<file path="src/rtl/mmcc_pkg.sv">
// Constants, types and helpers for the multi-mode counter channel
package mmcc_pkg;

    // ==========================================================
    // Clocking
    localparam int CLK_MHZ = 250;
    localparam int TB_MHZ = 80;
    localparam logic [7:0] TB_STEP = 8'(TB_MHZ);
    localparam logic [7:0] TB_WRAP = 8'(CLK_MHZ - TB_MHZ);

    // ==========================================================
    // Filter gate times in ns
    localparam int GATE0_NS = 100;
    localparam int GATE1_NS = 200;
    localparam int GATE2_NS = 500;
    localparam int GATE3_NS = 1000;
    localparam int GATE4_NS = 2000;
    localparam int GATE5_NS = 4000;
    localparam int GATE6_NS = 5000;
    localparam logic [2:0] FILT_BYPASS = 3'h0;

    // ==========================================================
    // Register byte addresses
    localparam logic [7:0] ADDR_CTRL = 8'h00;
    localparam logic [7:0] ADDR_STATUS = 8'h04;
    localparam logic [7:0] ADDR_COUNT = 8'h08;
    localparam logic [7:0] ADDR_RESULT = 8'h0C;
    localparam logic [7:0] ADDR_SAMPLE = 8'h10;

    // Input line indices within the pin vector
    localparam int IN_A = 0;
    localparam int IN_B = 1;
    localparam int IN_Z = 2;

    typedef enum logic [2:0] {
        MODE_EVENT = 3'h0,
        MODE_PERIOD = 3'h1,
        MODE_WIDTH = 3'h2,
        MODE_SEPARATION = 3'h3,
        MODE_SINGLE_EDGE_QUADRATURE = 3'h4,
        MODE_DOUBLE_EDGE_QUADRATURE = 3'h5,
        MODE_QUAD_EDGE_QUADRATURE = 3'h6,
        MODE_UP_DOWN = 3'h7
    } mmcc_mode_e;

    // Measurement run state, Gray coded idle -> run
    typedef enum logic [1:0] {
        MST_IDLE = 2'h0,
        MST_RUN = 2'h1
    } mmcc_mst_e;

    // Control register layout, MSB first
    typedef struct packed {
        logic [16:0] rsvd;
        logic index_en;
        logic zero_out;
        logic keep_count;
        logic rsvd_f;
        logic [2:0] filter_sel;
        logic rsvd_i;
        logic [2:0] invert;
        logic event_src_b;
        mmcc_mode_e mode;
    } mmcc_ctrl_s;

    localparam mmcc_ctrl_s CTRL_RESET = '0;

    function automatic logic [8:0] ns_to_ticks(input int ns);
        ns_to_ticks = 9'(ns * TB_MHZ / 1000);
    endfunction

    function automatic logic [8:0] gate_ticks(input logic [2:0] sel);
        case (sel)
            3'h1: gate_ticks = ns_to_ticks(GATE0_NS);
            3'h2: gate_ticks = ns_to_ticks(GATE1_NS);
            3'h3: gate_ticks = ns_to_ticks(GATE2_NS);
            3'h4: gate_ticks = ns_to_ticks(GATE3_NS);
            3'h5: gate_ticks = ns_to_ticks(GATE4_NS);
            3'h6: gate_ticks = ns_to_ticks(GATE5_NS);
            3'h7: gate_ticks = ns_to_ticks(GATE6_NS);
            default: gate_ticks = 9'h001;
        endcase
    endfunction

    function automatic logic is_meas(input mmcc_mode_e m);
        is_meas = (m == MODE_PERIOD) || (m == MODE_WIDTH) || (m == MODE_SEPARATION);
    endfunction

endpackage

</file>
<file path="src/rtl/mmcc_top.sv">
// Multi-mode counter channel: input conditioning, counting modes, APB slave
`timescale 1ns/10ps
module mmcc_top (
    input wire logic pclk,
    input wire logic presetn,
    input wire logic psel,
    input wire logic penable,
    input wire logic pwrite,
    input wire logic [7:0] paddr,
    input wire logic [31:0] pwdata,
    output logic [31:0] prdata,
    output logic pready,
    output logic pslverr,
    input wire logic [2:0] in_pins,
    input wire logic acq_start,
    input wire logic acq_clock,
    output logic [31:0] sample_value,
    output logic sample_strobe
);

    // ==========================================================
    // Declarations
    mmcc_pkg::mmcc_ctrl_s ctrl;
    mmcc_pkg::mmcc_mst_e mst;
    logic [2:0] sync1, sync2;
    logic [2:0] filt;
    logic [2:0] lvl, lvl_q;
    logic [2:0] rise, fall;
    logic [8:0] fcnt [3];
    logic [8:0] gate;
    logic [7:0] tb_acc;
    logic tb_tick;
    logic [31:0] count, result;
    logic new_flag, set_new;
    logic step_up, step_dn;
    logic index_hit;
    logic wr_en, setup;

    // ==========================================================
    // Time base: 80 MHz tick from the 250 MHz clock by a phase
    // accumulator; ticks jitter by one clock but average exactly.
    always_ff @(posedge pclk or negedge presetn)
    begin
        if (!presetn)
        begin
            tb_acc <= 8'h00;
            tb_tick <= 1'b0;
        end
        else if (tb_acc >= mmcc_pkg::TB_WRAP)
        begin
            tb_acc <= tb_acc - mmcc_pkg::TB_WRAP;
            tb_tick <= 1'b1;
        end
        else
        begin
            tb_acc <= tb_acc + mmcc_pkg::TB_STEP;
            tb_tick <= 1'b0;
        end
    end

    // ==========================================================
    // Pin synchroniser and edge-detect history
    always_ff @(posedge pclk or negedge presetn)
    begin
        if (!presetn)
        begin
            sync1 <= 3'h0;
            sync2 <= 3'h0;
            lvl_q <= 3'h0;
        end
        else
        begin
            sync1 <= in_pins;
            sync2 <= sync1;
            lvl_q <= lvl;
        end
    end

    // ==========================================================
    // Glitch filter
    assign gate = mmcc_pkg::gate_ticks(ctrl.filter_sel);

    always_ff @(posedge pclk or negedge presetn)
    begin
        if (!presetn)
        begin
            filt <= 3'h0;
            for (int i = 0; i < 3; i++)
                fcnt[i] <= 9'h000;
        end
        else if (tb_tick)
        begin
            for (int i = 0; i < 3; i++)
            begin
                if ((sync2[i] ^ ctrl.invert[i]) != filt[i])
                begin
                    // A level must be seen on gate consecutive ticks
                    if (fcnt[i] >= gate - 9'h001)
                    begin
                        filt[i] <= sync2[i] ^ ctrl.invert[i];
                        fcnt[i] <= 9'h000;
                    end
                    else
                    begin
                        fcnt[i] <= fcnt[i] + 9'h001;
                    end
                end
                else
                begin
                    fcnt[i] <= 9'h000;
                end
            end
        end
    end

    // Bypass skips the filter delay but still sees the two sync flops
    assign lvl = (ctrl.filter_sel == mmcc_pkg::FILT_BYPASS) ? (sync2 ^ ctrl.invert)
                                                            : filt;

    assign rise = lvl & ~lvl_q;
    assign fall = ~lvl & lvl_q;

    // ==========================================================
    // Count direction for event, quadrature and up/down modes
    always_comb
    begin
        step_up = 1'b0;
        step_dn = 1'b0;
        case (ctrl.mode)
            mmcc_pkg::MODE_EVENT:
                step_up = ctrl.event_src_b ? rise[mmcc_pkg::IN_B]
                                           : rise[mmcc_pkg::IN_A];
            mmcc_pkg::MODE_SINGLE_EDGE_QUADRATURE:
            begin
                step_up = rise[mmcc_pkg::IN_A] & ~lvl[mmcc_pkg::IN_B];
                step_dn = fall[mmcc_pkg::IN_A] & ~lvl[mmcc_pkg::IN_B];
            end
            mmcc_pkg::MODE_DOUBLE_EDGE_QUADRATURE:
            begin
                step_up = (rise[mmcc_pkg::IN_A] & ~lvl[mmcc_pkg::IN_B])
                        | (fall[mmcc_pkg::IN_A] & lvl[mmcc_pkg::IN_B]);
                step_dn = (rise[mmcc_pkg::IN_A] & lvl[mmcc_pkg::IN_B])
                        | (fall[mmcc_pkg::IN_A] & ~lvl[mmcc_pkg::IN_B]);
            end
            mmcc_pkg::MODE_QUAD_EDGE_QUADRATURE:
            begin
                // Edges on A and B in one cycle only arise from a glitch; B wins
                if (rise[mmcc_pkg::IN_B] | fall[mmcc_pkg::IN_B])
                begin
                    step_up = rise[mmcc_pkg::IN_B] ~^ lvl[mmcc_pkg::IN_A];
                    step_dn = rise[mmcc_pkg::IN_B] ^ lvl[mmcc_pkg::IN_A];
                end
                else if (rise[mmcc_pkg::IN_A] | fall[mmcc_pkg::IN_A])
                begin
                    step_up = rise[mmcc_pkg::IN_A] ^ lvl[mmcc_pkg::IN_B];
                    step_dn = rise[mmcc_pkg::IN_A] ~^ lvl[mmcc_pkg::IN_B];
                end
            end
            mmcc_pkg::MODE_UP_DOWN:
            begin
                // Simultaneous rises cancel out
                step_up = rise[mmcc_pkg::IN_A] & ~rise[mmcc_pkg::IN_B];
                step_dn = rise[mmcc_pkg::IN_B] & ~rise[mmcc_pkg::IN_A];
            end
            default:
                step_up = 1'b0;
        endcase
    end

    // Index reload in the all-high phase, quadrature modes only
    assign index_hit = ctrl.index_en & ctrl.mode[2] & (ctrl.mode != mmcc_pkg::MODE_UP_DOWN)
                     & (&lvl);

    // ==========================================================
    // Counter, result and measurement state
    always_ff @(posedge pclk or negedge presetn)
    begin
        if (!presetn)
        begin
            count <= 32'h0000_0000;
            result <= 32'h0000_0000;
            mst <= mmcc_pkg::MST_IDLE;
            set_new <= 1'b0;
            new_flag <= 1'b0;
        end
        else
        begin
            set_new <= 1'b0;
            // A latch in the sampling cycle survives for the next sample
            new_flag <= set_new | (new_flag & ~acq_clock);
            if (acq_start && !ctrl.keep_count)
            begin
                count <= 32'h0000_0000;
                result <= 32'h0000_0000;
                mst <= mmcc_pkg::MST_IDLE;
            end
            else if (!mmcc_pkg::is_meas(ctrl.mode))
            begin
                if (index_hit)
                    count <= 32'h0000_0000;
                else if (step_up)
                    count <= count + 32'h0000_0001;
                else if (step_dn)
                    count <= count - 32'h0000_0001;
            end
            else
            begin
                case (ctrl.mode)
                    mmcc_pkg::MODE_PERIOD:
                    begin
                        if (rise[mmcc_pkg::IN_A])
                        begin
                            // The first rise only opens a period
                            if (mst == mmcc_pkg::MST_RUN)
                            begin
                                result <= count;
                                set_new <= 1'b1;
                            end
                            // A restart takes the coinciding tick, so k ticks read k
                            count <= {31'h0, tb_tick};
                            mst <= mmcc_pkg::MST_RUN;
                        end
                        else if (tb_tick && mst == mmcc_pkg::MST_RUN)
                            count <= count + 32'h0000_0001;
                    end
                    mmcc_pkg::MODE_WIDTH:
                    begin
                        if (rise[mmcc_pkg::IN_A])
                        begin
                            count <= {31'h0, tb_tick};
                            mst <= mmcc_pkg::MST_RUN;
                        end
                        else if (fall[mmcc_pkg::IN_A] && mst == mmcc_pkg::MST_RUN)
                        begin
                            result <= count;
                            set_new <= 1'b1;
                            count <= 32'h0000_0000;
                            mst <= mmcc_pkg::MST_IDLE;
                        end
                        else if (tb_tick && mst == mmcc_pkg::MST_RUN)
                            count <= count + 32'h0000_0001;
                    end
                    default:
                    begin
                        if (mst == mmcc_pkg::MST_IDLE && rise[mmcc_pkg::IN_A])
                        begin
                            count <= {31'h0, tb_tick};
                            mst <= mmcc_pkg::MST_RUN;
                        end
                        else if (mst == mmcc_pkg::MST_RUN && rise[mmcc_pkg::IN_B])
                        begin
                            result <= count;
                            set_new <= 1'b1;
                            mst <= mmcc_pkg::MST_IDLE;
                        end
                        else if (tb_tick && mst == mmcc_pkg::MST_RUN)
                            count <= count + 32'h0000_0001;
                    end
                endcase
            end
        end
    end

    // ==========================================================
    // Acquisition sample, whole word in one cycle
    always_ff @(posedge pclk or negedge presetn)
    begin
        if (!presetn)
        begin
            sample_value <= 32'h0000_0000;
            sample_strobe <= 1'b0;
        end
        else
        begin
            sample_strobe <= acq_clock;
            if (acq_clock)
            begin
                if (!mmcc_pkg::is_meas(ctrl.mode))
                    sample_value <= count;
                else if (new_flag || set_new || !ctrl.zero_out)
                    sample_value <= result;
                else
                    sample_value <= 32'h0000_0000;
            end
        end
    end

    // ==========================================================
    // APB slave: one wait-free access, data fetched in setup
    assign setup = psel & ~penable;
    assign wr_en = psel & penable & pwrite & pready;

    always_ff @(posedge pclk or negedge presetn)
    begin
        if (!presetn)
        begin
            pready <= 1'b0;
            pslverr <= 1'b0;
            prdata <= 32'h0000_0000;
        end
        else
        begin
            pready <= setup;
            pslverr <= 1'b0;
            prdata <= 32'h0000_0000;
            if (setup)
            begin
                case (paddr)
                    mmcc_pkg::ADDR_CTRL: prdata <= ctrl;
                    mmcc_pkg::ADDR_STATUS: prdata <= {27'h0, mst[0], new_flag, lvl};
                    mmcc_pkg::ADDR_COUNT: prdata <= count;
                    mmcc_pkg::ADDR_RESULT: prdata <= result;
                    mmcc_pkg::ADDR_SAMPLE: prdata <= sample_value;
                    default: pslverr <= 1'b1;
                endcase
            end
        end
    end

    always_ff @(posedge pclk or negedge presetn)
    begin
        if (!presetn)
        begin
            ctrl <= mmcc_pkg::CTRL_RESET;
        end
        else if (wr_en && paddr == mmcc_pkg::ADDR_CTRL)
        begin
            ctrl <= mmcc_pkg::mmcc_ctrl_s'(pwdata);
            ctrl.rsvd <= '0;
            ctrl.rsvd_f <= '0;
            ctrl.rsvd_i <= 1'b0;
        end
    end

endmodule

</file>
<file path="config.mk">
export PLATFORM = sky130hd
export DESIGN_NAME = mmcc_top
export DESIGN_NICKNAME = d
export VERILOG_FILES = /design/src/rtl/mmcc_pkg.sv /design/src/rtl/mmcc_top.sv
export SDC_FILE = /design/constraint.sdc
export NUM_CORES = 1
export LEC_CHECK = 0
export BUFFER_PORTS_ARGS = -buffer_cell sky130_fd_sc_hd__buf_2
export CORE_MARGIN = 8
export CORE_UTILIZATION = 45
export DETAILED_ROUTE_END_ITERATION = 6
export GPL_ROUTABILITY_DRIVEN = 0
export PLACE_DENSITY = 0.66
export SETUP_SLACK_MARGIN = 0.05
export SYNTH_ARGS = -nofsm -noshare
export SYNTH_HDL_FRONTEND = slang
export SYNTH_SLANG_ARGS = --single-unit
</file>
<file path="constraint.sdc">
create_clock -name pclk -period 3.8 [get_ports pclk]
set_input_delay 0.76 -clock pclk [delete_from_list [all_inputs] [get_ports pclk]]
set_output_delay 0.76 -clock pclk [all_outputs]
set_load 0.01 [all_outputs]
</file>
# Yosys cells after proc, flatten, opt, wreduce, memory -nomap -nowiden
# Cells that the tools add are included.
[totals] register_bits=195 input_bits=50 out_inout_bits=67 word_cells=195
[classes] n_addsub=8 order_cmp=4 n_eq_ne=30 mux=61 bitwise=36 reduce_logical=28
[ops] operator="$mux 32" count=22
[ops] operator="$pmux 32 s5" count=1
[ops] operator="$pmux 32 s2" count=2
[ops] operator="$pmux 9 s7" count=1
[ops] operator="$mux 9" count=6
[ops] operator="$add 32x1->32 const B" count=1
[ops] operator="$sub 32x1->32 const B" count=1
[ops] operator="$add 9x1->9 const B" count=3
[ops] operator="$ge 9x9->1" count=3
[ops] operator="$eq 3x3->1 const B" count=8
[ops] operator="$eq 8x4->1 const B" count=2
[ops] operator="$mux 1" count=16
[ops] operator="$ne 3x3->1 const B" count=5
[ops] operator="$and 1x1->1" count=14
[ops] operator="$mux 2" count=7
[ops] operator="$eq 3x2->1 const B" count=4
[ops] operator="$reduce_and 3->1" count=4
[ops] operator="$reduce_bool 5->1" count=2
[ops] operator="$sub 9x1->9 const B" count=1
[ops] operator="$add 8x7->8 const B" count=1
[ops] operator="$eq 8x3->1 const B" count=1
[ops] operator="$eq 8x5->1 const B" count=1
[ops] operator="$ge 8x8->1 const B" count=1
[ops] operator="$logic_not 8->1" count=1
[ops] operator="31 further kinds" count=59

# Longest topological paths before layout
[depth] word_depth=13 mapped_depth=14 depth_no_buf=12

# Worst setup path before layout
# No wires, ideal clock.
[synth_path] kind="reg2reg" from="register ctrl[9] (netlist bit)" to="register count[29]" t_arrival_ns=3.637 t_required_ns=3.676 path_slack_ns=0.039 stages_incl_launch_ff=14 path_buffers=2 cell_sequence="dfrtp_1 -> buf_2 -> nor3_4 -> mux2i_1 -> clkinv_2 -> ha_1 -> ha_1 -> nor4_1 -> a211o_1 -> o31ai_4 -> buf_4 -> mux2i_1 -> xor2_1 -> a211o_1"
[synth_via] elab_chain_cells=12
[synth_lines] item="start: declaration" line="mmcc_top.sv:23" rtl="mmcc_pkg::mmcc_ctrl_s ctrl;"
[synth_lines] item="start signal: assignment" line="mmcc_top.sv:324" rtl="ctrl <= mmcc_pkg::CTRL_RESET;"
[synth_lines] item="start signal: assignment" line="mmcc_top.sv:328" rtl="ctrl <= mmcc_pkg::mmcc_ctrl_s'(pwdata);"
[synth_lines] item="$logic_not 3->1 (*)" line="mmcc_top.sv:117" rtl="assign lvl = (ctrl.filter_sel == mmcc_pkg::FILT_BYPASS) ? (sync2 ^ ctrl.invert)"
[synth_lines] item="$mux 3 (*)" line="mmcc_top.sv:117"
[synth_lines] item="via lvl[0]" line="mmcc_top.sv:27" rtl="logic [2:0] lvl, lvl_q;"
[synth_lines] item="$not 2->2" line="mmcc_top.sv:121" rtl="assign fall = ~lvl & lvl_q;"
[synth_lines] item="$and 2x2->2" line="mmcc_top.sv:121"
[synth_lines] item="$or 1x1->1" line="mmcc_top.sv:153" rtl="else if (rise[mmcc_pkg::IN_A] | fall[mmcc_pkg::IN_A])"
[synth_lines] item="$mux 1" line="mmcc_top.sv:153"
[synth_lines] item="$mux 1" line="mmcc_top.sv:148" rtl="if (rise[mmcc_pkg::IN_B] | fall[mmcc_pkg::IN_B])"
[synth_lines] item="$pmux 1 s5" line="mmcc_top.sv:129" rtl="case (ctrl.mode)"
[synth_lines] item="$mux 32" line="mmcc_top.sv:201" rtl="else if (step_up)"
[synth_lines] item="$mux 32" line="mmcc_top.sv:199" rtl="if (index_hit)"
[synth_lines] item="$mux 32" line="mmcc_top.sv:197" rtl="else if (!mmcc_pkg::is_meas(ctrl.mode))"
[synth_lines] item="$mux 32" line="mmcc_top.sv:191" rtl="if (acq_start && !ctrl.keep_count)"
[synth_lines] item="end signal: assignment" line="mmcc_top.sv:202" rtl="count <= count + 32'h0000_0001;"
[synth_lines] item="end signal: assignment" line="mmcc_top.sv:204" rtl="count <= count - 32'h0000_0001;"
[synth_lines] item="end signal: assignment" line="mmcc_top.sv:220" rtl="count <= {31'h0, tb_tick};"
[synth_lines] item="end: declaration" line="mmcc_top.sv:33" rtl="logic [31:0] count, result;"
# Mark *: on every way through the listed nets, which the timed path passes. The rest lies on a longest branch.
# A chain may end at the register's enable or synchronous reset.

# Final worst setup path
[layout_path] from="register ctrl[8] (netlist bit)" to="register count[3]"
[layout_lines] item="$logic_not 3->1 (*)" line="mmcc_top.sv:117"
[layout_lines] item="$mux 3 (*)" line="mmcc_top.sv:117"
[layout_lines] item="via lvl[1]" line="mmcc_top.sv:27"
[layout_lines] item="$not 2->2" line="mmcc_top.sv:121"
[layout_lines] item="$and 2x2->2" line="mmcc_top.sv:121"
[layout_lines] item="$or 1x1->1" line="mmcc_top.sv:148"
[layout_lines] item="$mux 1" line="mmcc_top.sv:148"
[layout_lines] item="$pmux 1 s5" line="mmcc_top.sv:129"
[layout_lines] item="$mux 32" line="mmcc_top.sv:201"
[layout_lines] item="$mux 32" line="mmcc_top.sv:199"
[layout_lines] item="$mux 32" line="mmcc_top.sv:197"
[layout_lines] item="$mux 32" line="mmcc_top.sv:191"
# Marked as above.

==> summary.md <==
| Metric | Value |
|---|---|
| Num ports | roughly 120 |
| Fraction of layout cells with a size suffix above 1 | a little under a fifth |
| Sequential share of the synthesized area | 43.14% |
| Asr flop ratio synth | 100.0% |
| Starting density of the core | 45.90% |
| GRT overflow | 0 |
| Mapped Area | ~0.011 mm2 |
| Peak Freq | around 270 MHz |
| Largest net degree at the start of global routing | 80 |
| Total Wirelength | 32.62 mm |
| Setup WS pre-CTS | slightly below 0.02 ns |
| Maximum VDD drop | 0.3151 mV |
| Pwr/cell area | around 480 mW/mm2 |
| Setup CP Type | reg2reg |
| CTS tree | built |
| Site Rows | 57 |
| Iteration-0 DRC Markers | 980 |
| Root buf cell | clkbuf_16 |
| Crit. End Element | register |
| RSZ-0062 raised after global routing | no |
| # nets final | between 1000 and 1500 |
| Net Count, Synth | between 1000 and 1500 |
| Die Span X | about 170 um |
| Core Box Area | roughly 0.024 mm2 |
| Net switching power | 2.151 mW |
| Via/cell ratio | ~6.2 |
| Worst path cell trace | nor3_4 > mux2_2 > ha_1 > or4b_4 > mux2_2 > nand3_2 > buf_4 > o31ai_4 > buf_4 > a221o_1 > a211o_1 |
| Final design utilization | 52.46% |
| Final Hold Fails | 0 |
| Mapped Avg Cell Area | about 9.5 um2 |
| H-tree levels | 4 |
| First-pass GRT wire length | 53.13 mm |
| CP Data Arrival Time | around 4 ns |
| Number of flops mapped to enable cells by yosys | 0 |
| CTS sink count | between 150 and 200 |
| Worst-skew pair later-pin latency | 0.44 ns |
| Crit path setup slack, layout | about 0.14 ns |
| Area delta synth->final | 14.30% |
| Cts hold-fix bufs | 0 |
| DP HPWL | between 20 and 25 mm |
| DR WL/cell | between 20 and 25 um |
| Buf/Inv on CP | 2 |
| Max Cap Viol | 0 |
| Vias | 9848 |
| Crit path launch type | register |
| Worst path top cell family by delay | simple AND/OR/NAND/NOR gates |
| Int Pwr | about 4.0 mW |
| Clk_skew | 0.01321 ns |
| Die Area | approximately 0.030 mm2 |
| CP max-delay cell | or4b_4 |
| Post-detailed-route count of antenna-violating nets | 0 |
| Antenna Cells | 0 |
| IO buf count | 97 |
| Drt drc | 0 |
| Initial antenna violation count | 0 |
| Max-slew violations | 0 |
| Tcrit/Tclk final | a little over nine tenths |
| Pleak | ~6 nW |
| Vias in the first global route | 9631 |
| Hold slack | around 0.34 ns |
| Gr usage total | between 20% and 30% |
| Sw frac | 34.73% |
| Register bit count reported by yosys | between 150 and 200 |
| Status | finished, final reports clean |
| Synth Warn # | 0 |
| Synthesized netlist cell count | about 1200 |
| CTS Buf Count | 17 |
| Synth Flop Type | dfrtp_1 |
| Distinct cells, synth | 83 |
| Die height | about 170 um |
| Maximum net fanout on the critical path | 7 |
| Worst Tran Pin Value | ~1.1 ns |
| Final setup viols | 0 |
| Clock power share | a little under a third |
| Drt first pass iters | 5 |
| Worst Hold Class | in2async |
| Slowest stage delay, CP | 0.56 ns |
| Clock transition at path regs | approximately 0.07 ns |
| Share of power burned in registers | between 40% and 50% |
| Slew Limit Headroom | a little under a quarter |
| Crit path time final | 3.663 ns |
| Share of power burned in combinational logic | approximately 28% |
| Clock Path Buffers | 2 |
| CP Data Required Time | 4.13 ns |
[cell type report]
class	count	area, um2
Sequential cell	193	4830
Timing Repair Buffer	147	894.6
Tap cell	324	405.4
Multi-Input combinational cell	870	5966
Fill cell	2244	11600
Clock inverter	11	156.4
Inverter	29	110.1
Clock buffer	19	432.9
[power groups by stage]
stage / Clock, mW / Sequential (mW) / Combinational, mW
final: 1.86 / 2.57 / 1.76
after global routing: 1.97 / 2.61 / 1.93
after CTS: 1.89 / 2.56 / 1.73
after detailed placement: 0 / 2.60 / 1.72
after global placement: 0 / 2.59 / 1.68
after floorplan: 0 / 2.42 / 1.28
[cells in the mapped netlist (11+ instances only)]
| cell type | n | area (um2) |
|---|---|---|
| xnor2_1 | 14 | 122.6 |
| mux2_2 | 24 | 270.3 |
| a21o_1 | 25 | 187.7 |
| o21ai_0 | 26 | 130.1 |
| clkbuf_1 | 73 | 274.0 |
| o31ai_1 | 11 | 82.58 |
| nand3_1 | 31 | 155.2 |
| nor2_1 | 181 | 679.4 |
| a21oi_1 | 46 | 230.2 |
| nor3_1 | 39 | 195.2 |
| mux2i_1 | 47 | 470.5 |
| a22o_1 | 44 | 385.4 |
| ha_1 | 37 | 462.9 |
| nand2_1 | 55 | 206.5 |
| inv_1 | 27 | 101.4 |
| dfrtp_1 | 193 | 4830 |
| and3_1 | 32 | 200.2 |
| xor2_1 | 18 | 157.7 |
| a221oi_1 | 52 | 455.4 |
[per-layer routing]
layer  part of all wire (%)  vias to the layer above  track usage [%]  wire, um
li1                       -                     4526                -         -
met1                     44                     4918            28.35     14330
met2                     47                      345            35.12     15340
met3                    6.6                       59            4.378      2157
met4                    2.4                        0            6.662       796
met5                      0                        -                0         0
[per-stage QoR]
| stage | power (mW) | area (um2) | TNS (ns) | instances |
|---|---|---|---|---|
| after detailed placement | 4.323 | 12150 | 0 | 1562 |
| after floorplan | 3.702 | 11200 | 0 | 1183 |
| final | 6.193 | 12790 | 0 | 1593 |
| after CTS | 6.174 | 12750 | 0 | 1592 |
| after global placement | 4.274 | 12150 | -0.009991 | 1562 |
| after global routing | 6.508 | 12790 | 0 | 1593 |
[kinds of logic (layout without fill, tap and decap cells)]
family                   count (synthesis)  count (layout)  share of synthesized area [%]
flip-flops                             193             193                          43.14
multiplexers                            73              73                          6.840
adder cells (fa/ha/maj)                 37              37                          4.135
AND/OR/NAND/NOR                        420             420                          18.16
XOR/XNOR                                32              32                          2.504
buffers and inverters                  120             206                          4.225
AO/OA/AOI/OAI                          308             308                          20.99
[repair_timing]
action                                  4_1_cts  5_1_grt
endpoints found under the setup margin        6       18
pin swaps                                     0        2
gates resized for setup                       1        8
setup buffers                                 0        1
[final timing paths]
check	startpoint	end	slack [ns]	cells past startpoint
max in group asynchronous	presetn	count[2]$_DFFE_PN0P_	2.54	2
min in group pclk	sync1[1]$_DFF_PN0_	sync2[1]$_DFF_PN0_	0.36	0
worst min-delay path	presetn	fcnt[19]$_DFFE_PN0P_	0.34	1
worst min register to register	sync1[1]$_DFF_PN0_	sync2[1]$_DFF_PN0_	0.36	0
worst max register to register	ctrl[8]$_DFFE_PN0P_	count[3]$_DFFE_PN0P_	0.14	11
worst max-delay path	ctrl[8]$_DFFE_PN0P_	count[3]$_DFFE_PN0P_	0.14	11
[registers in the layout, indices dropped and copies added (netlist names)]
name,flops
mst,1
tb_acc,7
filt,3
sync2,3
sample_strobe,1
sample_value,32
prdata,32
ctrl,13
pslverr,1
result,32
fcnt,27
pready,1
count,32
lvl_q,2
new_flag,1
sync1,3
set_new,1
tb_tick,1
[layout by cell type, fill, tap and decap left out, types with 4 or more instances in the layout]
cell type	count
mux2_2	24
nor4_1	8
ha_1	37
a21oi_1	45
xor2_1	18
a221o_1	8
nand4_1	8
clkbuf_16	17
a211o_1	8
o21ai_1	5
buf_4	48
mux2i_1	46
a31oi_1	8
o31ai_1	11
a21o_1	25
nor2b_1	10
nor4b_1	7
buf_2	96
a221oi_1	52
nor3_1	38
and3_1	32
xnor2_1	14
nor2_1	179
nand2b_1	9
nand3_1	30
a211oi_1	8
o311ai_0	5
inv_1	27
a22oi_1	8
o32ai_1	7
o21ai_0	26
dfrtp_1	193
o211ai_1	4
and4_1	5
o21a_1	10
or3_1	7
a22o_1	44
nand2_1	55
or2_2	5
[worst register-to-register path: cells and delay by family, from the launching register on]
kind,cells,cell delay [ns]
flip-flops,1,0.42
multiplexers,2,0.75
AND/OR/NAND/NOR,3,1.05
AO/OA/AOI/OAI,3,0.67
adder cells (fa/ha/maj),1,0.32
buffers and inverters,2,0.36
Note: power is estimated with default switching activity, not from simulation.
